[src/rtl/smp_pkg.sv]
// Package with register map, field positions and timing constants of the serial port
`default_nettype none
package smp_pkg;
  // Register byte addresses
  localparam logic [7:0] CTRL_ADDR = 8'h2C;
  localparam logic [7:0] STAT_ADDR = 8'h2D;
  localparam logic [7:0] DATA_ADDR = 8'h2E;
  // Control field positions
  localparam int CTRL_IRQ_EN = 7;
  localparam int CTRL_PORT_EN = 6;
  localparam int CTRL_LSB_FIRST = 5;
  localparam int CTRL_MASTER = 4;
  localparam int CTRL_CLOCK_POLARITY = 3;
  localparam int CTRL_CLOCK_PHASE = 2;
  // Status field positions
  localparam int STAT_DONE = 7;
  localparam int STAT_WRITE_COLLISION_FLAG = 6;
  localparam int STAT_DBL = 0;
  // Reset values
  localparam logic [7:0] CTRL_RESET = 8'h00;
  localparam logic [7:0] DATA_RESET = 8'h00;
  // Index of the last bit in a byte
  localparam logic [2:0] LAST_BIT = 3'h7;
  // Half period of SCK in system clocks, per rate code {double, hi, lo}
  localparam logic [6:0] HALF_4 = 7'h02;
  localparam logic [6:0] HALF_16 = 7'h08;
  localparam logic [6:0] HALF_64 = 7'h20;
  localparam logic [6:0] HALF_128 = 7'h40;
  localparam logic [6:0] HALF_2 = 7'h01;
  localparam logic [6:0] HALF_8 = 7'h04;
  localparam logic [6:0] HALF_32 = 7'h10;

  typedef struct packed {
    logic irq_en;
    logic port_en;
    logic lsb_first;
    logic master;
    logic clock_polarity;
    logic clock_phase;
    logic [1:0] rate;
  } smp_ctrl_t;

  typedef enum logic [2:0] {
    ST_IDLE = 3'b001,
    ST_LEAD = 3'b010,
    ST_TRAIL = 3'b100
  } smp_state_t;
endpackage
`default_nettype wire

[src/rtl/smp_port.sv]
// Byte-wide serial port, master or slave, with register access
`default_nettype none
// Contract
// - Slave: select high resets send/receive logic, drops partial byte.
// - Slave with select high stays passive, accepts no data, drives nothing.
// - Master with select as output: select pin is plain general output.
// - Master, select input low clears master bit; becomes slave.
// - That forced drop also sets the done flag; software re-sets master.
// - Polarity and phase pick four modes; shift on opposite edge to sample.
// - Polarity bit sets SCK idle level.
// - Phase zero samples leading edge; phase one samples trailing edge.
// - Bit order one sends LSB first, zero MSB first.
// - No serial operation unless enable bit is set.
// - Interrupt when done flag, interrupt enable and global enable all set.
// - Normal rate divides clock by 4, 16, 64 or 128.
// - Double rate divides by 2, 8, 32 or 64 in master mode.
// - Rate bits have no effect in slave mode.
// - Done flag set after every completed byte.
// - Done flag cleared when its interrupt vector executes.
// - Status read with done set, then data access, clears done.
// - Data write during transfer sets collision flag; in slave mode only once the bit counter is non-zero.
// - Status read with collision set, then data access, clears both flags.
// - Status bits 5 to 1 read zero.
// - Data write starts transfer; data read returns receive buffer.
// - Transmit single buffered, receive double buffered, overwrite if unread.
// - Master: data write starts clock, eight bits shift, clock stops.
module smp_port (
  // Clock and reset
  input wire logic clk,
  input wire logic nrst,
  // Register port
  input wire logic [7:0] addr,
  input wire logic [7:0] wdata,
  input wire logic wr,
  input wire logic rd,
  output logic [7:0] rdata,
  // Interrupt
  input wire logic global_irq_en,
  input wire logic irq_ack,
  output logic irq,
  // Select pin direction and general output
  input wire logic sel_is_output,
  input wire logic sel_gpo,
  // Serial pins
  input wire logic sck_in,
  output logic sck_out,
  output logic sck_oe,
  input wire logic mosi_in,
  output logic mosi_out,
  output logic mosi_oe,
  input wire logic miso_in,
  output logic miso_out,
  output logic miso_oe,
  input wire logic sel_n_in,
  output logic sel_n_out,
  output logic sel_n_oe
);
  smp_pkg::smp_ctrl_t ctrl_reg;
  smp_pkg::smp_state_t state_reg;
  logic dbl_reg;
  logic done_reg;
  logic write_collision_flag_reg;
  logic armed_reg;
  logic [7:0] shift_reg;
  logic [7:0] rxbuf_reg;
  logic [2:0] bit_reg;
  logic [6:0] div_reg;
  logic sck_reg;
  logic sck_s1_reg;
  logic sck_s2_reg;
  logic sck_s3_reg;
  logic in_bit_reg;
  logic [7:0] rdata_reg;

  logic master;
  logic slave_act;
  logic forced_slave;
  logic wr_ctrl;
  logic wr_stat;
  logic wr_data;
  logic rd_stat;
  logic rd_data;
  logic busy;
  logic tick;
  logic [6:0] half;
  logic m_lead;
  logic m_trail;
  logic s_edge;
  logic s_lead;
  logic s_trail;
  logic sample;
  logic setup;
  logic byte_done;
  logic serial_in;
  logic out_bit;

  function automatic logic [6:0] half_period(input logic dbl, input logic [1:0] rate);
    logic [6:0] h;
    h = smp_pkg::HALF_4;
    unique case ({dbl, rate})
      3'b000: h = smp_pkg::HALF_4;
      3'b001: h = smp_pkg::HALF_16;
      3'b010: h = smp_pkg::HALF_64;
      3'b011: h = smp_pkg::HALF_128;
      3'b100: h = smp_pkg::HALF_2;
      3'b101: h = smp_pkg::HALF_8;
      3'b110: h = smp_pkg::HALF_32;
      3'b111: h = smp_pkg::HALF_64;
    endcase
    return h;
  endfunction

  assign wr_ctrl = wr && addr == smp_pkg::CTRL_ADDR;
  assign wr_stat = wr && addr == smp_pkg::STAT_ADDR;
  assign wr_data = wr && addr == smp_pkg::DATA_ADDR;
  assign rd_stat = rd && addr == smp_pkg::STAT_ADDR;
  assign rd_data = rd && addr == smp_pkg::DATA_ADDR;

  assign master = ctrl_reg.port_en && ctrl_reg.master;
  assign forced_slave = master && !sel_is_output && !sel_n_in;
  assign slave_act = ctrl_reg.port_en && !ctrl_reg.master && !sel_n_in;
  assign busy = state_reg != smp_pkg::ST_IDLE;
  assign half = half_period(dbl_reg, ctrl_reg.rate);
  assign tick = master && busy && div_reg == half - 7'h01;

  // Master edges from the divider; slave edges from synchronised SCK
  assign m_lead = tick && state_reg == smp_pkg::ST_LEAD;
  assign m_trail = tick && state_reg == smp_pkg::ST_TRAIL;
  assign s_edge = slave_act && (sck_s2_reg != sck_s3_reg);
  assign s_lead = s_edge && (sck_s2_reg != ctrl_reg.clock_polarity);
  assign s_trail = s_edge && (sck_s2_reg == ctrl_reg.clock_polarity);
  assign sample = ctrl_reg.clock_phase ? (m_trail || s_trail) : (m_lead || s_lead);
  assign setup = ctrl_reg.clock_phase ? (m_lead || s_lead) : (m_trail || s_trail);
  assign byte_done = (m_trail || s_trail) && bit_reg == smp_pkg::LAST_BIT;
  assign serial_in = master ? miso_in : mosi_in;
  assign out_bit = ctrl_reg.lsb_first ? shift_reg[0] : shift_reg[7];

  // Control register, master bit dropped by a low select input
  always_ff @(posedge clk or negedge nrst) begin
    if (!nrst) begin
      ctrl_reg <= smp_pkg::CTRL_RESET;
    end else if (forced_slave) begin
      ctrl_reg.master <= 1'b0;
    end else if (wr_ctrl) begin
      ctrl_reg <= wdata;
    end
  end

  // Double rate bit
  always_ff @(posedge clk or negedge nrst) begin
    if (!nrst) begin
      dbl_reg <= 1'b0;
    end else if (wr_stat) begin
      dbl_reg <= wdata[smp_pkg::STAT_DBL];
    end
  end

  // Status read arms the flag clear on the next data access
  always_ff @(posedge clk or negedge nrst) begin
    if (!nrst) begin
      armed_reg <= 1'b0;
    end else if (rd_stat) begin
      armed_reg <= done_reg || write_collision_flag_reg;
    end else if (rd_data || wr_data) begin
      armed_reg <= 1'b0;
    end
  end

  // Done flag; a set wins over a clear
  always_ff @(posedge clk or negedge nrst) begin
    if (!nrst) begin
      done_reg <= 1'b0;
    end else if (byte_done || forced_slave) begin
      done_reg <= 1'b1;
    end else if (irq_ack || (armed_reg && (rd_data || wr_data))) begin
      done_reg <= 1'b0;
    end
  end

  // Collision flag
  always_ff @(posedge clk or negedge nrst) begin
    if (!nrst) begin
      write_collision_flag_reg <= 1'b0;
    end else if (wr_data && (busy || (slave_act && bit_reg != 3'h0))) begin
      write_collision_flag_reg <= 1'b1;
    end else if (armed_reg && (rd_data || wr_data)) begin
      write_collision_flag_reg <= 1'b0;
    end
  end

  assign irq = done_reg && ctrl_reg.irq_en && global_irq_en;

  // SCK synchroniser and edge history for slave mode
  always_ff @(posedge clk or negedge nrst) begin
    if (!nrst) begin
      sck_s1_reg <= 1'b0;
      sck_s2_reg <= 1'b0;
      sck_s3_reg <= 1'b0;
    end else begin
      sck_s1_reg <= sck_in;
      sck_s2_reg <= sck_s1_reg;
      sck_s3_reg <= sck_s2_reg;
    end
  end

  // Master sequencer: idle, leading half, trailing half
  always_ff @(posedge clk or negedge nrst) begin
    if (!nrst) begin
      state_reg <= smp_pkg::ST_IDLE;
      div_reg <= 7'h00;
    end else if (!master) begin
      state_reg <= smp_pkg::ST_IDLE;
      div_reg <= 7'h00;
    end else begin
      div_reg <= tick || !busy ? 7'h00 : div_reg + 7'h01;
      unique case (state_reg)
        smp_pkg::ST_IDLE: if (wr_data) state_reg <= smp_pkg::ST_LEAD;
        smp_pkg::ST_LEAD: if (tick) state_reg <= smp_pkg::ST_TRAIL;
        smp_pkg::ST_TRAIL: begin
          if (tick) begin
            state_reg <= bit_reg == smp_pkg::LAST_BIT ? smp_pkg::ST_IDLE
                                                      : smp_pkg::ST_LEAD;
          end
        end
        default: state_reg <= smp_pkg::ST_IDLE;
      endcase
    end
  end

  // SCK level driven in master mode
  always_ff @(posedge clk or negedge nrst) begin
    if (!nrst) begin
      sck_reg <= 1'b0;
    end else if (!busy) begin
      sck_reg <= ctrl_reg.clock_polarity;
    end else if (tick) begin
      sck_reg <= !sck_reg;
    end
  end

  // Shift register, bit counter and sampled input bit
  always_ff @(posedge clk or negedge nrst) begin
    if (!nrst) begin
      shift_reg <= smp_pkg::DATA_RESET;
      bit_reg <= 3'h0;
      in_bit_reg <= 1'b0;
    end else if (!ctrl_reg.port_en) begin
      bit_reg <= 3'h0;
    end else if (!master && sel_n_in) begin
      bit_reg <= 3'h0;
      if (wr_data) shift_reg <= wdata;
    end else if (wr_data && !busy && bit_reg == 3'h0) begin
      shift_reg <= wdata;
    end else begin
      if (sample) in_bit_reg <= serial_in;
      if (setup && !(ctrl_reg.clock_phase && bit_reg == 3'h0)) begin
        shift_reg <= ctrl_reg.lsb_first ? {in_bit_reg, shift_reg[7:1]}
                                        : {shift_reg[6:0], in_bit_reg};
      end
      if (m_trail || s_trail) bit_reg <= bit_reg + 3'h1;
    end
  end

  // Receive buffer, overwritten by each finished byte
  always_ff @(posedge clk or negedge nrst) begin
    if (!nrst) begin
      rxbuf_reg <= smp_pkg::DATA_RESET;
    end else if (byte_done) begin
      if (ctrl_reg.clock_phase) begin
        rxbuf_reg <= ctrl_reg.lsb_first ? {serial_in, shift_reg[7:1]}
                                        : {shift_reg[6:0], serial_in};
      end else begin
        rxbuf_reg <= ctrl_reg.lsb_first ? {in_bit_reg, shift_reg[7:1]}
                                        : {shift_reg[6:0], in_bit_reg};
      end
    end
  end

  // Read data one cycle after the strobe
  always_ff @(posedge clk or negedge nrst) begin
    if (!nrst) begin
      rdata_reg <= 8'h00;
    end else if (rd) begin
      unique case (addr)
        smp_pkg::CTRL_ADDR: rdata_reg <= ctrl_reg;
        smp_pkg::STAT_ADDR: rdata_reg <= {done_reg, write_collision_flag_reg, 5'h00, dbl_reg};
        smp_pkg::DATA_ADDR: rdata_reg <= rxbuf_reg;
        default: rdata_reg <= 8'h00;
      endcase
    end else begin
      rdata_reg <= 8'h00;
    end
  end
  assign rdata = rdata_reg;

  // Pin drive
  assign sck_out = sck_reg;
  assign sck_oe = master;
  assign mosi_out = out_bit;
  assign mosi_oe = master;
  assign miso_out = out_bit;
  assign miso_oe = slave_act;
  assign sel_n_out = sel_gpo;
  assign sel_n_oe = ctrl_reg.master && sel_is_output;
endmodule
`default_nettype wire

[config.mk]
export PLATFORM = sky130hd
export DESIGN_NAME = smp_port
export DESIGN_NICKNAME = d
export VERILOG_FILES = /design/src/rtl/smp_pkg.sv /design/src/rtl/smp_port.sv
export SDC_FILE = /design/constraint.sdc
export NUM_CORES = 1
export LEC_CHECK = 0
export BUFFER_PORTS_ARGS = -buffer_cell sky130_fd_sc_hd__buf_2
export CAP_MARGIN = 10
export CORE_ASPECT_RATIO = 1.2
export CORE_MARGIN = 5
export CORE_UTILIZATION = 25
export CTS_BUF_LIST = sky130_fd_sc_hd__clkbuf_2 sky130_fd_sc_hd__clkbuf_4 sky130_fd_sc_hd__clkbuf_8
export DETAILED_ROUTE_END_ITERATION = 8
export PLACE_DENSITY_LB_ADDON = 0.12
export SKIP_LAST_GASP = 1
export SYNTH_ARGS = -nofsm -noshare
export SYNTH_HDL_FRONTEND = slang
export SYNTH_SLANG_ARGS = --single-unit
[constraint.sdc]
create_clock -name clk -period 4.3 [get_ports clk]
set_clock_uncertainty 0.05 [all_clocks]
set_input_delay 0.645 -clock clk [delete_from_list [all_inputs] [get_ports clk]]
set_output_delay 0.645 -clock clk [all_outputs]
set_load 0.005 [all_outputs]
==> key figures <==
Cells and area
  • Antenna diode count: 0
  • Final #Nets: 368
  • Final Util: 0.300
  • Final Non-Filler Cells: around 500
  • Layout area overhead: 16.8%
  • Layout cells sized above 1: 0.242

Setup path
  • Startpoint Class: flip-flop
  • Setup crit end kind: flip-flop
  • Crit-path max FO: 15
  • Worst EP arrival: 3.86 ns
  • WS Path Type: flip-flop to flip-flop
  • Worst Path Required: about 4.5 ns

Global routing
  • GRT overflow: 0
  • Global-route wire length before repair: around 12 mm
  • Pin count of the biggest net entering global routing: 33
  • Vias in the first global route: 2,304
  • Overall routing resource usage: 0.112
  • Initial antenna violation count: 0

Route
  • Via count: between 2,000 and 2,500
  • DRC Markers: 0
  • Wire per inst: between 15 and 20 um
  • Via density: 4.67
  • Final WL: between 7 and 8 mm
  • DRT antenna net count: 0
  • DRT Pass-1 Iters: 4
  • Iter 0 DRT Violations: between 90 and 100

CTS
  • CTS buffer count: 5
  • Clk Latency, worst-skew pair: between 0.3 and 0.4 ns
  • CTS tree: yes
  • Post-CTS Hold Buffers: 0
  • Root buffer cell: clkbuf_8
  • Max clock buf depth: 2
  • Sink Count: 54
  • Clock transition at path regs: 0.10 ns
  • H-Tree Depth: 2
  • Post-CTS Resized: 0
  • Setup Buffers After CTS: 0

Floorplan
  • Die Wd: 110 um
  • Row count: 43
  • Die span in y: 130 um
  • DIE AREA: 0.0142 mm2
  • Starting density of the core: 0.257
  • # IOs: 45
  • Core box area: approximately 0.012 mm2

Synth
  • Async S/R FF share, synth: 1.00
  • Ys Warns: 0
  • Synth Net Count: 325
  • Yosys top cell by area: dfrtp_1
  • Synth unique cells: 52
  • Post-synth top flop: dfrtp_1
  • Number of flops mapped to enable cells by yosys: 0
  • Largest cells by area after synthesis: dfrtp_1, mux2i_1, mux2_2
  • Post-synth top area share: 0.444
  • Syn Area/Cell: 10.2 um2
  • Register area share after synthesis: 0.453
  • Number of synthesized register bits: 54
  • Syn Inst Count: 292
  • Post-Syn Area: 0.00299 mm2

STA
  • Rel. slew slack: 0.323
  • Fin crit share: 0.858
  • Fin. max-slew vios: 0
  • Actual slew at the worst max-slew pin: 1.01 ns
  • Fin. Hold Viols: 0
  • RSZ-0062 raised after global routing: no
  • Fmax: 0.271 GHz
  • Final setup fails: 0
  • Min Clock Period, post-route: approximately 3.7 ns
  • TNS Setup: 0 ns

Place
  • Dpl hpwl: slightly below 6 mm
  • Placed Cells: 485
  • Global placement routability congestion: 0.764
  • Buffers on Ports: 42

Pwr
  • Pleak: 1.62 nW
  • Peak supply drop: 122 uV
  • Power per cell area: 295 mW/mm2

Status
  • Status: finished, final reports clean

Job
  • Max Cap Viol: 0

Worst hold path
  • Min-Delay Path Class: primary input to asynchronous set/reset pin
## report_power, final
group          internal (W)  switching [W]  total (W)
clock              0.000172       0.000179   0.000351
combinational     0.0000588      0.0000683   0.000127
sequential         0.000527      0.0000218   0.000549
## final timing paths
path	startpoint	endpoint	slack (ns)	depth (start not counted)
min in group clk	sck_s1_reg	sck_s2_reg	0.31	0
max in group asynchronous	nrst	ctrl_reg[0]	3.12	2
setup reg to reg	ctrl_reg[1]	shift_reg[0]	0.61	10
setup / recovery	ctrl_reg[1]	shift_reg[0]	0.61	10
hold / removal	nrst	dbl_reg	0.25	1
hold reg to reg	sck_s1_reg	sck_s2_reg	0.31	0
## Yosys cell counts (all sizes together), types with 2 or more instances
master and n:
dfrtp 53, nor2 29, mux2i 25, nand2 24
mux2 20, inv 14, a21oi 11, o21ai 10
nand2b 9, clkbuf 7, and3 6, xnor2 6
buf 5, ha 5, nor2b 5, nor3 5
xor2 5, nand3 4, nand4b 4, nor3b 4
a21boi 3, a31oi 3, and2 3, or3 3
a211oi 2, nand3b 2, nor4bb 2, o211ai 2
o21a 2, or4 2, or4bb 2
## through the flow
| step | cell area (um2) | worst slack [ns] | total power, W | hold WS (ns) |
|---|---|---|---|---|
| after floorplan | 2990 | 0.607 | 0.000634 | 0.281 |
| after global placement | 3380 | 0.666 | 0.000688 | 0.282 |
| after detailed placement | 3380 | 0.622 | 0.000689 | 0.292 |
| after CTS | 3490 | 0.597 | 0.00105 | 0.255 |
| after global routing | 3490 | 0.306 | 0.00108 | 0.280 |
| final | 3490 | 0.609 | 0.00103 | 0.245 |
## layout make-up
| cell class | count | area [um2] |
|---|---|---|
| tap | 157 | 196 |
| clock inverter | 2 | 38.8 |
| timing repair buffer | 48 | 255 |
| inverter | 14 | 52.6 |
| clock buffer | 5 | 68.8 |
| multi-input combinational | 212 | 1520 |
| fill | 1252 | 8140 |
| sequential | 54 | 1350 |
## critical path: stages, from the launching register on
cell,delay (ns)
dfrtp_1,0.56
or3_1,0.42
ha_1,0.28
or4bb_1,0.49
a21oi_1,0.16
nor3_1,0.10
or4_1,0.53
and3_4,0.20
a311oi_4,0.24
buf_4,0.24
mux2_4,0.31
## kinds of logic after synthesis
kind of cell	count (synthesis)	synth area share
AO/OA/AOI/OAI	43	0.0977
buffers and inverters	26	0.0373
adder cells (fa/ha/maj)	5	0.0210
multiplexers	45	0.162
XOR/XNOR	11	0.0323
flip-flops	54	0.453
AND/OR/NAND/NOR	108	0.197
## per-layer routing
layer / global-route usage / vias to the layer above / part of all wire
li1: - / 1115 / -
met1: 0.144 / 1123 / 0.46
met2: 0.187 / 48 / 0.47
met3: 0.0208 / 11 / 0.038
met4: 0.0448 / 0 / 0.026
met5: 0 / - / 0
## layout by cell type, fill, tap and decap left out, types with 2 or more instances in the layout
master	count
a211oi_1	2
a21boi_0	3
a21oi_1	11
a31oi_1	3
and2_1	3
and3_1	5
buf_2	42
buf_4	6
clkbuf_8	5
dfrtp_1	53
ha_1	5
inv_1	14
mux2_2	18
mux2_4	2
mux2i_1	25
nand2_1	24
nand2b_1	9
nand3_1	4
nand3b_1	2
nand4b_1	4
nor2_1	29
nor2b_1	5
nor3_1	5
nor3b_1	3
nor4bb_1	2
o211ai_1	2
o21a_1	2
o21ai_0	9
or3_1	3
or4bb_1	2
xnor2_1	6
xor2_1	5
Note: power is estimated with default switching activity, not from simulation.
